==> src/core/osd_pkg.sv <==
// package: register map, field positions, encodings and timing for the oscillator controller
package osd_pkg;
  // avalon word addresses (byte address / 4)
  localparam logic [1:0] ADDR_OSC_CONTROL = 2'h0;
  localparam logic [1:0] ADDR_CLOCK_DIVISOR = 2'h1;
  localparam logic [1:0] ADDR_PLL_FEEDBACK = 2'h2;
  localparam logic [1:0] ADDR_FAST_RC_TUNING = 2'h3;
  // oscillator_control fields
  localparam int CUR_LSB = 12;
  localparam int REQ_LSB = 8;
  localparam int CLK_LOCK_BIT = 7;
  localparam int PIN_LOCK_BIT = 6;
  localparam int PLL_LOCK_BIT = 5;
  localparam int CLK_FAIL_BIT = 3;
  localparam int SEC_EN_BIT = 1;
  localparam int SWITCH_BIT = 0;
  // clock_divisor fields
  localparam int RECOVER_BIT = 15;
  localparam int REDUCE_LSB = 12;
  localparam int REDUCE_EN_BIT = 11;
  localparam int FRC_POST_LSB = 8;
  localparam int PLL_POST_LSB = 6;
  localparam int PLL_PRE_LSB = 0;
  // writable masks, unimplemented bits drop writes and read zero
  localparam logic [15:0] CLOCK_DIVISOR_MASK = 16'hffdf;
  localparam logic [15:0] PLL_FEEDBACK_MASK = 16'h01ff;
  localparam logic [15:0] FAST_RC_TUNING_MASK = 16'h003f;
  // reset values
  localparam logic [15:0] CLOCK_DIVISOR_RST = 16'h3040;
  localparam logic [15:0] PLL_FEEDBACK_RST = 16'h0030;
  localparam logic [15:0] FAST_RC_TUNING_RST = 16'h0000;
  // source encoding
  typedef enum logic [2:0] {
    OSD_SRC_FRC = 3'h0,
    OSD_SRC_FRC_PLL = 3'h1,
    OSD_SRC_PRI = 3'h2,
    OSD_SRC_PRI_PLL = 3'h3,
    OSD_SRC_SEC = 3'h4,
    OSD_SRC_LOW_POWER_INTERNAL_RC = 3'h5,
    OSD_SRC_FRC_DIV16 = 3'h6,
    OSD_SRC_FRC_DIVN = 3'h7
  } osd_src_t;
  // primary submode encoding
  localparam logic [1:0] PRI_EXT_CLOCK = 2'h0;
  localparam logic [1:0] PRI_STD_XTAL = 2'h1;
  localparam logic [1:0] PRI_HS_XTAL = 2'h2;
  // switch-enable / monitor configuration value that allows the lock bit
  localparam logic [1:0] MONITOR_CFG_SWITCH_ONLY = 2'h1;
  // settle cycles of the new clock before the switch
  localparam logic [3:0] SETTLE_CYCLES = 4'ha;
  localparam logic [1:0] PLL_POST_RESERVED = 2'h2;
  localparam logic [2:0] FRC_POST_256 = 3'h7;
  localparam logic [2:0] REDUCE_ONE = 3'h0;
endpackage : osd_pkg

==> src/core/osd_clock_ctrl.sv <==
// oscillator select, switch sequencer and clock divisor register file
//
// What this block does
// - start-up source comes from 3-bit config field, eight documented encodings.
// - primary submode field picks HS 10, XT 01, EC 00; ignored otherwise.
// - erased config gives fast RC divide-by-N start-up, code 111.
// - current source is read-only in control bits 14-12.
// - requested source writable in bits 10-8, loaded from config at reset.
// - with config 0b01, lock bit 7 set blocks clock switching.
// - bit 6 set rejects pin-remap register writes.
// - bit 5 reads 1 when PLL locked or start-up timer expired; here only when a PLL source is current and locked, outside start-up.
// - clock-fail bit set by monitor, cleared by software, resets 0.
// - control bit 1 enables the secondary oscillator.
// - software sets bit 0 to request a switch; hardware clears when done.
// - recover bit set means interrupts clear reduce-enable, ratio 1:1.
// - reduction field divides by two to the code, reset 011.
// - reduce-enable bit 11 applies ratio; clear forces 1:1.
// - fast RC postscaler divides by 2^code, code 111 by 256.
// - PLL post-divider 00 /2, 01 /4 default, 11 /8, 10 reserved.
// - PLL pre-divider divides by code plus two, 2 to 33.
// - PLL multiplier is code plus two, reset 50.
// - trim field is two's complement, 0.375 percent steps.
// - switching never changes primary submode; only config does.
// - switching enabled only when switch-enable config bit is 0.
// - with switching disabled requested field ignored, request bit held 0.
// - request to the current source aborts and clears request bit.
// - valid switch clears lock and fail, waits start-up, lock, 10 new cycles.
// - after switch, requested source copies to current, request clears.
// - on failure raise trap and move to fast RC, keeping PLL use.
`timescale 1ns/1ps
module osd_clock_ctrl (
  // clock, reset, enable
  input wire logic i_core_clk,
  input wire logic i_rst_n,
  input wire logic i_ce,
  // avalon-mm slave
  input wire logic [1:0] i_avs_address,
  input wire logic i_avs_read,
  input wire logic i_avs_write,
  input wire logic [31:0] i_avs_writedata,
  input wire logic [3:0] i_avs_byteenable,
  output logic [31:0] o_avs_readdata,
  output logic o_avs_waitrequest,
  // nonvolatile configuration
  input wire logic [2:0] i_initial_source_cfg,
  input wire logic [1:0] i_primary_submode_cfg,
  input wire logic [1:0] i_switch_monitor_cfg,
  // oscillator side status
  input wire logic i_osc_ready,
  input wire logic i_pll_locked,
  input wire logic i_new_clk_tick,
  input wire logic i_clock_fail,
  input wire logic i_interrupt,
  // clock steering outputs
  output osd_pkg::osd_src_t o_active_source,
  output logic [1:0] o_primary_submode,
  output logic o_pll_in_use,
  output logic o_secondary_osc_enable,
  output logic o_start_source,
  output osd_pkg::osd_src_t o_start_target,
  output logic o_mux_select_pulse,
  output logic o_pin_remap_lock,
  output logic o_clock_fail_trap,
  output logic [2:0] o_reduce_ratio,
  output logic [2:0] o_fast_rc_postscale,
  output logic [1:0] o_pll_post_divider,
  output logic [4:0] o_pll_pre_divider,
  output logic [8:0] o_pll_multiplier,
  output logic [5:0] o_fast_rc_trim
);
  import osd_pkg::*;

  // idle, wait for start-up and lock, count settle ticks, then hand over in one cycle
  typedef enum logic [1:0] {
    OSD_IDLE,
    OSD_START,
    OSD_SETTLE,
    OSD_DONE
  } osd_state_t;

  // a source uses the pll in exactly two encodings
  function automatic logic uses_pll(input osd_src_t s);
    uses_pll = (s == OSD_SRC_FRC_PLL) || (s == OSD_SRC_PRI_PLL);
  endfunction : uses_pll

  // merge a 16-bit write through byte enables and a writable mask
  // only the low half of the bus word exists; upper byte enables are ignored
  function automatic logic [15:0] merge16(input logic [15:0] old, input logic [31:0] wd,
                                           input logic [3:0] be, input logic [15:0] mask);
    logic [15:0] v;
    v = old;
    if (be[0]) begin
      v[7:0] = wd[7:0];
    end
    if (be[1]) begin
      v[15:8] = wd[15:8];
    end
    merge16 = v & mask;
  endfunction : merge16

  // registers
  // settle_cnt counts new-clock ticks only while settling
  osd_state_t state;
  osd_src_t current_source;
  osd_src_t requested_source;
  logic clock_source_lock;
  logic pin_remap_lock;
  logic pll_lock_flag;
  logic clock_fail_flag;
  logic secondary_osc_enable;
  logic switch_request;
  logic [15:0] clock_divisor;
  logic [15:0] pll_feedback_divisor;
  logic [15:0] fast_rc_tuning;
  logic [3:0] settle_cnt;
  logic boot_done;
  logic ack_pending;

  // decoded conditions shared by several processes
  logic switch_enabled;
  logic switch_locked;
  logic bus_write;
  logic bus_read;
  logic [15:0] control_view;
  logic [15:0] next_divisor;

  // erased cfg bit 1 means switching and monitor off; lock bit only matters at 0b01
  assign switch_enabled = ~i_switch_monitor_cfg[1];
  assign switch_locked = clock_source_lock && (i_switch_monitor_cfg == MONITOR_CFG_SWITCH_ONLY);
  // a write or read acts on the second edge of its request, when the acknowledge shows
  assign bus_write = i_ce && i_avs_write && ack_pending;
  assign bus_read = i_ce && i_avs_read && ack_pending;

  // control register read image, unimplemented bits are zero
  always_comb begin
    control_view = '0;
    control_view[CUR_LSB +: 3] = current_source;
    control_view[REQ_LSB +: 3] = requested_source;
    control_view[CLK_LOCK_BIT] = clock_source_lock;
    control_view[PIN_LOCK_BIT] = pin_remap_lock;
    control_view[PLL_LOCK_BIT] = pll_lock_flag;
    control_view[CLK_FAIL_BIT] = clock_fail_flag;
    control_view[SEC_EN_BIT] = secondary_osc_enable;
    control_view[SWITCH_BIT] = switch_request;
  end

  // one wait state: waitrequest drops the cycle after a request arrives
  // a master that drops its request early loses the access; the strobe must be held
  always_ff @(posedge i_core_clk) begin
    if (!i_rst_n) begin
      ack_pending <= 1'b0;
      o_avs_waitrequest <= 1'b1;
    end else if (i_ce) begin
      ack_pending <= (i_avs_read || i_avs_write) && !ack_pending;
      o_avs_waitrequest <= !((i_avs_read || i_avs_write) && !ack_pending);
    end
  end

  // read data, registered so it stands at the acknowledging edge
  // the value is caught when the request is taken and holds until the next read
  always_ff @(posedge i_core_clk) begin
    if (!i_rst_n) begin
      o_avs_readdata <= '0;
    end else if (i_ce && (i_avs_read && !ack_pending)) begin
      unique case (i_avs_address)
        ADDR_OSC_CONTROL: o_avs_readdata <= {16'h0000, control_view};
        ADDR_CLOCK_DIVISOR: o_avs_readdata <= {16'h0000, clock_divisor};
        ADDR_PLL_FEEDBACK: o_avs_readdata <= {16'h0000, pll_feedback_divisor};
        ADDR_FAST_RC_TUNING: o_avs_readdata <= {16'h0000, fast_rc_tuning};
      endcase
    end
  end

  // start-up source caught by a clocked process after reset release
  always_ff @(posedge i_core_clk) begin
    if (!i_rst_n) begin
      boot_done <= 1'b0;
    end else if (i_ce) begin
      boot_done <= 1'b1;
    end
  end

  // switch sequencer and current source
  // a failure overrides a switch in progress; the request stays set and is retried
  always_ff @(posedge i_core_clk) begin
    if (!i_rst_n) begin
      state <= OSD_IDLE;
      current_source <= OSD_SRC_FRC_DIVN; // erased default
      settle_cnt <= '0;
    end else if (i_ce) begin
      if (!boot_done || !switch_enabled) begin
        current_source <= osd_src_t'(i_initial_source_cfg);
        state <= OSD_IDLE;
      end else if (i_clock_fail && current_source != OSD_SRC_FRC
                   && current_source != OSD_SRC_FRC_PLL) begin
        // fail-over keeps pll multiplication if it was in use
        current_source <= uses_pll(current_source) ? OSD_SRC_FRC_PLL : OSD_SRC_FRC;
        state <= OSD_IDLE;
      end else begin
        unique case (state)
          // a locked source leaves the request pending until the lock bit clears
          OSD_IDLE: begin
            if (switch_request && !switch_locked) begin
              state <= (requested_source == current_source) ? OSD_IDLE : OSD_START;
            end
          end
          OSD_START: begin
            // wait for start-up timer and, for pll targets, lock
            if (i_osc_ready && (!uses_pll(requested_source) || i_pll_locked)) begin
              state <= OSD_SETTLE;
              settle_cnt <= '0;
            end
          end
          OSD_SETTLE: begin
            if (i_new_clk_tick) begin
              settle_cnt <= settle_cnt + 4'h1;
              if (settle_cnt == SETTLE_CYCLES - 4'h1) begin
                state <= OSD_DONE;
              end
            end
          end
          // hand over; the mux pulse leaves the output stage one cycle later
          OSD_DONE: begin
            current_source <= requested_source;
            state <= OSD_IDLE;
          end
        endcase
      end
    end
  end

  // oscillator_control writable bits and switch request
  always_ff @(posedge i_core_clk) begin
    if (!i_rst_n) begin
      requested_source <= OSD_SRC_FRC_DIVN;
      clock_source_lock <= 1'b0;
      pin_remap_lock <= 1'b0;
      secondary_osc_enable <= 1'b0;
      switch_request <= 1'b0;
    end else if (i_ce) begin
      // the first running edge after reset copies the configured start-up source
      if (!boot_done) begin
        requested_source <= osd_src_t'(i_initial_source_cfg);
      end else if (bus_write && i_avs_address == ADDR_OSC_CONTROL) begin
        if (i_avs_byteenable[1]) begin
          requested_source <= osd_src_t'(i_avs_writedata[REQ_LSB +: 3]);
        end
        if (i_avs_byteenable[0]) begin
          clock_source_lock <= i_avs_writedata[CLK_LOCK_BIT];
          pin_remap_lock <= i_avs_writedata[PIN_LOCK_BIT];
          secondary_osc_enable <= i_avs_writedata[SEC_EN_BIT];
        end
      end
      // completion and abort clear the request; a write of 1 sets it
      if (!switch_enabled) begin
        switch_request <= 1'b0;
      end else if (bus_write && i_avs_address == ADDR_OSC_CONTROL && i_avs_byteenable[0]
                   && i_avs_writedata[SWITCH_BIT]) begin
        switch_request <= 1'b1;
      end else if (state == OSD_DONE) begin
        switch_request <= 1'b0;
      end else if (state == OSD_IDLE && switch_request && !switch_locked
                   && requested_source == current_source) begin
        switch_request <= 1'b0;
      end
    end
  end

  // pll lock status and clock-fail flag; a set beats a same-cycle clear
  // of the bus writes, only a low-byte write with bit 3 at zero clears the flag, so a high-byte
  // write of the requested source leaves a pending failure visible
  always_ff @(posedge i_core_clk) begin
    if (!i_rst_n) begin
      pll_lock_flag <= 1'b0;
      clock_fail_flag <= 1'b0;
    end else if (i_ce) begin
      pll_lock_flag <= uses_pll(current_source) && i_pll_locked && state != OSD_START;
      if (i_clock_fail && switch_enabled) begin
        clock_fail_flag <= 1'b1;
      end else if (state == OSD_IDLE && switch_request && !switch_locked
                   && requested_source != current_source) begin
        clock_fail_flag <= 1'b0;
      end else if (bus_write && i_avs_address == ADDR_OSC_CONTROL && i_avs_byteenable[0]
                   && !i_avs_writedata[CLK_FAIL_BIT]) begin
        clock_fail_flag <= 1'b0;
      end
    end
  end

  // clock_divisor: written value, then interrupt recovery overrides reduce-enable
  always_comb begin
    next_divisor = clock_divisor;
    if (bus_write && i_avs_address == ADDR_CLOCK_DIVISOR) begin
      next_divisor = merge16(clock_divisor, i_avs_writedata, i_avs_byteenable,
                             CLOCK_DIVISOR_MASK);
    end
    // test the merged value so the interrupt wins over a same-cycle write
    if (i_interrupt && next_divisor[RECOVER_BIT]) begin
      next_divisor[REDUCE_EN_BIT] = 1'b0;
    end
  end

  always_ff @(posedge i_core_clk) begin
    if (!i_rst_n) begin
      clock_divisor <= CLOCK_DIVISOR_RST;
    end else if (i_ce) begin
      clock_divisor <= next_divisor;
    end
  end

  // pll feedback and fast rc trim registers
  // no range checks: out-of-range divider codes are left to software
  // the reserved post-divider code is stored and passed on as written
  always_ff @(posedge i_core_clk) begin
    if (!i_rst_n) begin
      pll_feedback_divisor <= PLL_FEEDBACK_RST;
      fast_rc_tuning <= FAST_RC_TUNING_RST;
    end else if (bus_write) begin
      if (i_avs_address == ADDR_PLL_FEEDBACK) begin
        pll_feedback_divisor <= merge16(pll_feedback_divisor, i_avs_writedata,
                                        i_avs_byteenable, PLL_FEEDBACK_MASK);
      end
      if (i_avs_address == ADDR_FAST_RC_TUNING) begin
        fast_rc_tuning <= merge16(fast_rc_tuning, i_avs_writedata, i_avs_byteenable,
                                  FAST_RC_TUNING_MASK);
      end
    end
  end

  // steering outputs; the analog mux switches only on o_mux_select_pulse,
  // issued after the settle count so both clocks are quiet at the edge
  // every output is a flop so the clock logic never sees a decode glitch
  always_ff @(posedge i_core_clk) begin
    if (!i_rst_n) begin
      o_active_source <= OSD_SRC_FRC_DIVN;
      o_primary_submode <= PRI_EXT_CLOCK;
      o_pll_in_use <= 1'b0;
      o_secondary_osc_enable <= 1'b0;
      o_start_source <= 1'b0;
      o_start_target <= OSD_SRC_FRC_DIVN;
      o_mux_select_pulse <= 1'b0;
      o_pin_remap_lock <= 1'b0;
      o_clock_fail_trap <= 1'b0;
      o_reduce_ratio <= REDUCE_ONE;
      o_fast_rc_postscale <= '0;
      o_pll_post_divider <= '0;
      o_pll_pre_divider <= '0;
      o_pll_multiplier <= '0;
      o_fast_rc_trim <= '0;
    end else if (i_ce) begin
      o_active_source <= current_source;
      o_primary_submode <= i_primary_submode_cfg; // config only
      o_pll_in_use <= uses_pll(current_source);
      o_secondary_osc_enable <= secondary_osc_enable;
      o_start_source <= (state == OSD_START) || (state == OSD_SETTLE);
      o_start_target <= requested_source;
      o_mux_select_pulse <= (state == OSD_DONE);
      o_pin_remap_lock <= pin_remap_lock;
      o_clock_fail_trap <= i_clock_fail && switch_enabled;
      // a clear reduce-enable forces code zero, the 1:1 ratio
      o_reduce_ratio <= clock_divisor[REDUCE_EN_BIT] ? clock_divisor[REDUCE_LSB +: 3]
                                                     : REDUCE_ONE;
      o_fast_rc_postscale <= clock_divisor[FRC_POST_LSB +: 3];
      o_pll_post_divider <= clock_divisor[PLL_POST_LSB +: 2];
      o_pll_pre_divider <= clock_divisor[PLL_PRE_LSB +: 5];
      o_pll_multiplier <= pll_feedback_divisor[8:0];
      o_fast_rc_trim <= fast_rc_tuning[5:0];
    end
  end
endmodule : osd_clock_ctrl

==> config.mk <==
export PLATFORM = sky130hd
export DESIGN_NAME = osd_clock_ctrl
export DESIGN_NICKNAME = d
export VERILOG_FILES = /design/src/core/osd_pkg.sv /design/src/core/osd_clock_ctrl.sv
export SDC_FILE = /design/constraint.sdc
export NUM_CORES = 1
export LEC_CHECK = 0
export BUFFER_PORTS_ARGS = -buffer_cell sky130_fd_sc_hd__buf_2
export CAP_MARGIN = 20
export CORE_ASPECT_RATIO = 1.2
export CORE_MARGIN = 5
export CORE_UTILIZATION = 55
export DETAILED_ROUTE_END_ITERATION = 10
export PLACE_DENSITY = 0.83
export SYNTH_ARGS = -nofsm -noshare
export SYNTH_HDL_FRONTEND = slang
export SYNTH_SLANG_ARGS = --single-unit
==> constraint.sdc <==
create_clock -name i_core_clk -period 4.15 [get_ports i_core_clk]
set_input_delay 0.415 -clock i_core_clk [delete_from_list [all_inputs] [get_ports i_core_clk]]
set_output_delay 0.415 -clock i_core_clk [all_outputs]
set_load 0.01 [all_outputs]
# Word-level counts from Yosys, hierarchy flattened

Index checks and enable logic that the tools add are counted.

Flip-flop bits (word level): 125
Bits of input ports: 55
Word-level logic and storage cells: 152

Add/subtract/negate cells: 1
Equal/unequal tests: 24
Muxes and demuxes: 31
Bitwise logic cells: 3
Reduce and logical (&&, ||, !) cells: 57

Operators by type and width:

| operator                                            | number |
|---|---|
| case mux 32 bit (4 select lines)                    | 1 |
| logical AND 1 bit                                   | 23 |
| 2-to-1 mux 3 bit                                    | 7 |
| AND reduction 3 bit                                 | 7 |
| 2-to-1 mux 16 bit                                   | 1 |
| 2-to-1 mux 8 bit                                    | 2 |
| != test 4 bit, second input constant                | 4 |
| 2-to-1 mux 2 bit                                    | 6 |
| 2-to-1 mux 1 bit                                    | 10 |
| nonzero test 3 bit                                  | 3 |
| equality test 2 bit, second input constant          | 4 |
| 2-to-1 mux 4 bit                                    | 2 |
| case mux 2 bit (4 select lines)                     | 1 |
| case mux 4 bit (2 select lines)                     | 1 |
| equality test 2 x 1 -> 1 bit, second input constant | 3 |
| equality test 3 x 1 -> 1 bit, second input constant | 2 |
| equality test 3 x 2 -> 1 bit, second input constant | 2 |
| logical NOT 1 bit                                   | 6 |
| logical OR 1 bit                                    | 6 |
| != test 2 bit, second input constant                | 3 |
| AND reduction 2 bit                                 | 3 |
| AND reduction 6 bit                                 | 1 |
| nonzero test 2 bit                                  | 3 |
| AND reduction 5 bit                                 | 1 |
| other kinds (10)                                    | 14 |

# Longest topological paths before layout

Depth after elaboration: 9
Depth in mapped cells: 7
Gate-level depth less buffers: 7

# Least setup slack after synthesis

No wires, ideal clock.

Kind: register to register
Start point: register state[0]
End point: register settle_cnt[3]
Library setup time: 0.070 ns
Arrival time: 1.642 ns
Required time: 4.080 ns
Setup slack: 2.438 ns
Stages on the path, launching flop included: 7
Cells stage by stage: dfxtp_1 > inv_1 > ha_1 > mux2_1 > nand4_4 > or4_1 > a21oi_1

Longest elaborated chain between the ends: 3
Elaborated cells on any way between the ends: 7

Ends and longest elaborated chain:

| item                                                                       | line                  | source |
|---|---|---|
| start, declared                                                            | osd_clock_ctrl.sv:103 | `osd_state_t state;` |
| start signal, assigned                                                     | osd_clock_ctrl.sv:204 | `state <= (requested_source == current_source) ? OSD_IDLE : OSD_START;` |
| equality test 2 x 1 -> 1 bit / equality test 2 bit (equally long branches) | osd_clock_ctrl.sv:200 | `unique case (state)` |
| != test 2 bit (no line) / nonzero test 2 bit (equally long branches)       | -                     |  |
| AND reduction 6 bit (no line)                                              | -                     |  |
| end signal, assigned                                                       | osd_clock_ctrl.sv:216 | `settle_cnt <= settle_cnt + 4'h1;` |
| end, declared                                                              | osd_clock_ctrl.sv:115 | `logic [3:0] settle_cnt;` |

Several ways; a longest one is shown, not always the timed one.
A chain may end at the register's enable or synchronous reset.

# Final worst setup path

Start point: input port i_ce
End point: register o_avs_readdata[15]

Longest elaborated chain between the ends: 1

Ends and longest elaborated chain:

| item                 | line                  | source |
|---|---|---|
| start, declared      | osd_clock_ctrl.sv:35  | `input wire logic i_ce,` |
| logical AND 1 bit    | osd_clock_ctrl.sv:164 | `end else if (i_ce && (i_avs_read && !ack_pending)) begin` |
| end signal, assigned | osd_clock_ctrl.sv:166 | `ADDR_OSC_CONTROL: o_avs_readdata <= {16'h0000, control_view};` |
| end signal, assigned | osd_clock_ctrl.sv:167 | `ADDR_CLOCK_DIVISOR: o_avs_readdata <= {16'h0000, clock_divisor};` |
| end signal, assigned | osd_clock_ctrl.sv:168 | `ADDR_PLL_FEEDBACK: o_avs_readdata <= {16'h0000, pll_feedback_divisor};` |
| end, declared        | osd_clock_ctrl.sv:42  | `output logic [31:0] o_avs_readdata,` |

No other way between the ends.

==> out/qor.txt <==
Site Rows = 37
Worst Min Path Start = i_avs_writedata[12]
Critical-path top delay cell = buf_4
Crit-path most repeated cell = buf_4
Initial antenna violation count = 0
Power Density = 357.8 nW/um2
Largest net degree at the start of global routing = 47
Synth area leaders = dfxtp_1 46%, mux2i_1 15%, nor2_1 6.4%
Share of cells above drive strength 1 = 22.64%
Clk sink count = 109
Via density per instance = 5.436
Final core utilization = 63.37%
Critical Path RT = 4440 ps
Dpl cell area = 5170 um2
Pre-antenna DRT Iters = 6
CTS tree = yes
Relative slew slack = 39.43%
Postcts setup bufs = 0
First-pass GRT wire length = 18160 um
TritonCTS Buffers = 9
EDFF count, synth = 0
Worst R2R Path Depth = 6
CP endpoint kind = flip-flop
VDD IR max = 0.1848 mV
Cts hold-fix bufs = 0
GRT Total Usage = 21.57%
Hold endpoint = clock_divisor[12]
Placeable Area = 8472 um2
CP max stage delay = 550 ps
Crit path arrival time = 2480 ps
Post-DR wirelength/cell = 16.11 um
# port buffers = 95
Ys Warns = 0
Drt total wl = 11420 um
Mapped Avg Cell Area = 9.279 um2
Post-Layout Cell Count = 709
Synthesized area = 4705 um2
Status = complete, no violations
Worst hold stages = 3
Ports = 130
Crit path cell chain = buf_2, buf_4, inv_2, nor3b_1, buf_4, nand3_1, a21oi_1
Post-detailed-route count of antenna-violating nets = 0
Number of instances in the placed design = 694
Initial Util = 55.53%
Reg-to-reg endpoint = settle_cnt[3]
Clock Latency Late Sink = 370 ps
Number of remaining DRC errors = 0
Fin crit period = 2188 ps
Post-synth top flop = dfxtp_1
Mapped Cells = 507
Worst Skew = 9.965 ps
Max-cap viol count = 0
FMAX = 456.9 MHz
Fin Setup TNS = 0 ps
Crit path kind = in -> reg
Slew @ Worst Pin = 905.8 ps
Worst-path fanout max = 33
Chip Height = 111.3 um
Final HPWL DP = 8206 um
ANT cells = 0
Iter 0 DRT Violations = 279
PnR Total Power = 0.001921 W
DIE AREA = 10510 um2
Hold Vio Cnt, Final = 0
Slew Limit Fails = 0
Root Buffer = clkbuf_8
Register-to-register setup slack = 2240 ps
Via count = 3854
Routability cong. = 0.8855
Fin crit share = 52.73%
CTS resizes = 0
Type of the tightest min-delay check = in -> reg
H-tree depth = 3
Post-synth top area share = 46.38%
Synth area leader = dfxtp_1
Final setup fails = 0
RSZ-0062 raised after global routing = false
CTS clock-pin slew for the worst setup and hold paths = 100 ps
Seq/Total Area, Yosys = 46.38%
Width of the die = 94.43 um
Overflow after GRT = 0
Fin nets = 649
Design area = 5369 um2
Synth cell types = 51
CP startpoint kind = primary input
Clock tree buffer depth = 2
Synth async-reset ratio = 0%
Yosys reg bits = 109
Number of global-route vias before repair = 3749
LEAKAGE = 2.287 nW
Reg2reg start = state[0]
Synth-to-layout area growth = 14.12%
==> cell families (layout without fill, tap and decap cells) <==
group / after synthesis / in the layout / synth area share (%)
mux: 79 / 79 / 17.71
buf+inv: 54 / 124 / 5.878
flops: 109 / 109 / 46.38
simple gates: 185 / 185 / 18.70
fa+ha+maj: 6 / 6 / 1.596
xor+xnor: 3 / 3 / 0.5586
compound gates: 70 / 70 / 9.095
other cells: 1 / 16 / 0.07971
==> registers in the layout, indices dropped and copies added, names as in the netlist, 3 cells and up <==
name                  flops
o_pll_pre_divider         5
settle_cnt                4
pll_feedback_divisor      9
o_avs_readdata           16
clock_divisor            15
current_source            3
fast_rc_tuning            6
requested_source          3
o_fast_rc_postscale       3
o_pll_multiplier          9
o_active_source           3
o_fast_rc_trim            6
o_start_target            3
o_reduce_ratio            3
==> synthesized netlist by cell type, types with 6 or more instances <==
cell type  count
nor2_1        80
dfxtp_1      109
buf_2          8
o211ai_1       6
clkbuf_1      15
nor3_1        14
buf_4         17
mux2i_1       72
inv_1          8
o21ai_1       13
ha_1           6
a21oi_1       30
nand2_1       48
nand3_1       14
==> how the worst max path moves through the flow <==
stage / startpoint / end / slack, ps
finish: i_ce / o_avs_readdata[15] / 1960
global route: i_ce / o_avs_readdata[15] / 1820
CTS: i_ce / o_avs_readdata[15] / 1960
detailed placement: i_ce / o_avs_readdata[15] / 1570
global placement: i_ce / o_avs_readdata[11] / 1660
floorplan: state[0] / settle_cnt[3] / 2440
==> power breakdown <==
group	switching, W	internal [W]
logic	0.000115	0.0000681
registers	0.0000222	0.00107
clock network	0.000355	0.000293
total	0.000492	0.00143
==> worst max-delay path: cells and delay by family <==
family,cells,cell delay (ps)
AO/OA/AOI/OAI,1,160
buffers and inverters,4,1520
AND/OR/NAND/NOR,2,350
==> area by class of cell <==
class                      instances  area, um2
fill                             731       3103
clock buffer                      10      137.6
timing repair buffer              98      498.0
clock inverter                     5      61.31
sequential                       109       2182
inverter                          11      41.29
multi-input combinational        359       2302
tap                              117      146.4
==> routing by layer <==
layer | part of all wire, % | up-vias | GRT usage [%]
met5 | 0 | - | 0
met4 | 2.0 | 0 | 7.996
met3 | 6.4 | 20 | 4.413
met2 | 49 | 153 | 36.27
met1 | 43 | 1812 | 27.01
li1 | - | 1869 | -
==> through the flow <==
| step | worst slack, ps | hold WS [ps] |
|---|---|---|
| 3_3_place_gp | 1657 | 443.1 |
| 4_1_cts | 1964 | 258.2 |
| 5_1_grt | 1817 | 263.9 |
| 3_5_place_dp | 1575 | 444.6 |
| 6_report | 1962 | 264.8 |
| 2_1_floorplan | 2438 | 441.1 |
==> placed cells by master, fill, tap and decap left out, types with 8 or more instances in the layout <==
cell type and count:
dfxtp_1 109, buf_2 95, nor2_1 80, mux2i_1 72, nand2_1 48, a21oi_1 30
conb_1 16, nand3_1 14, nor3_1 14, o21ai_1 13, clkbuf_8 10, inv_1 8
(Power assumes the default switching activity.)
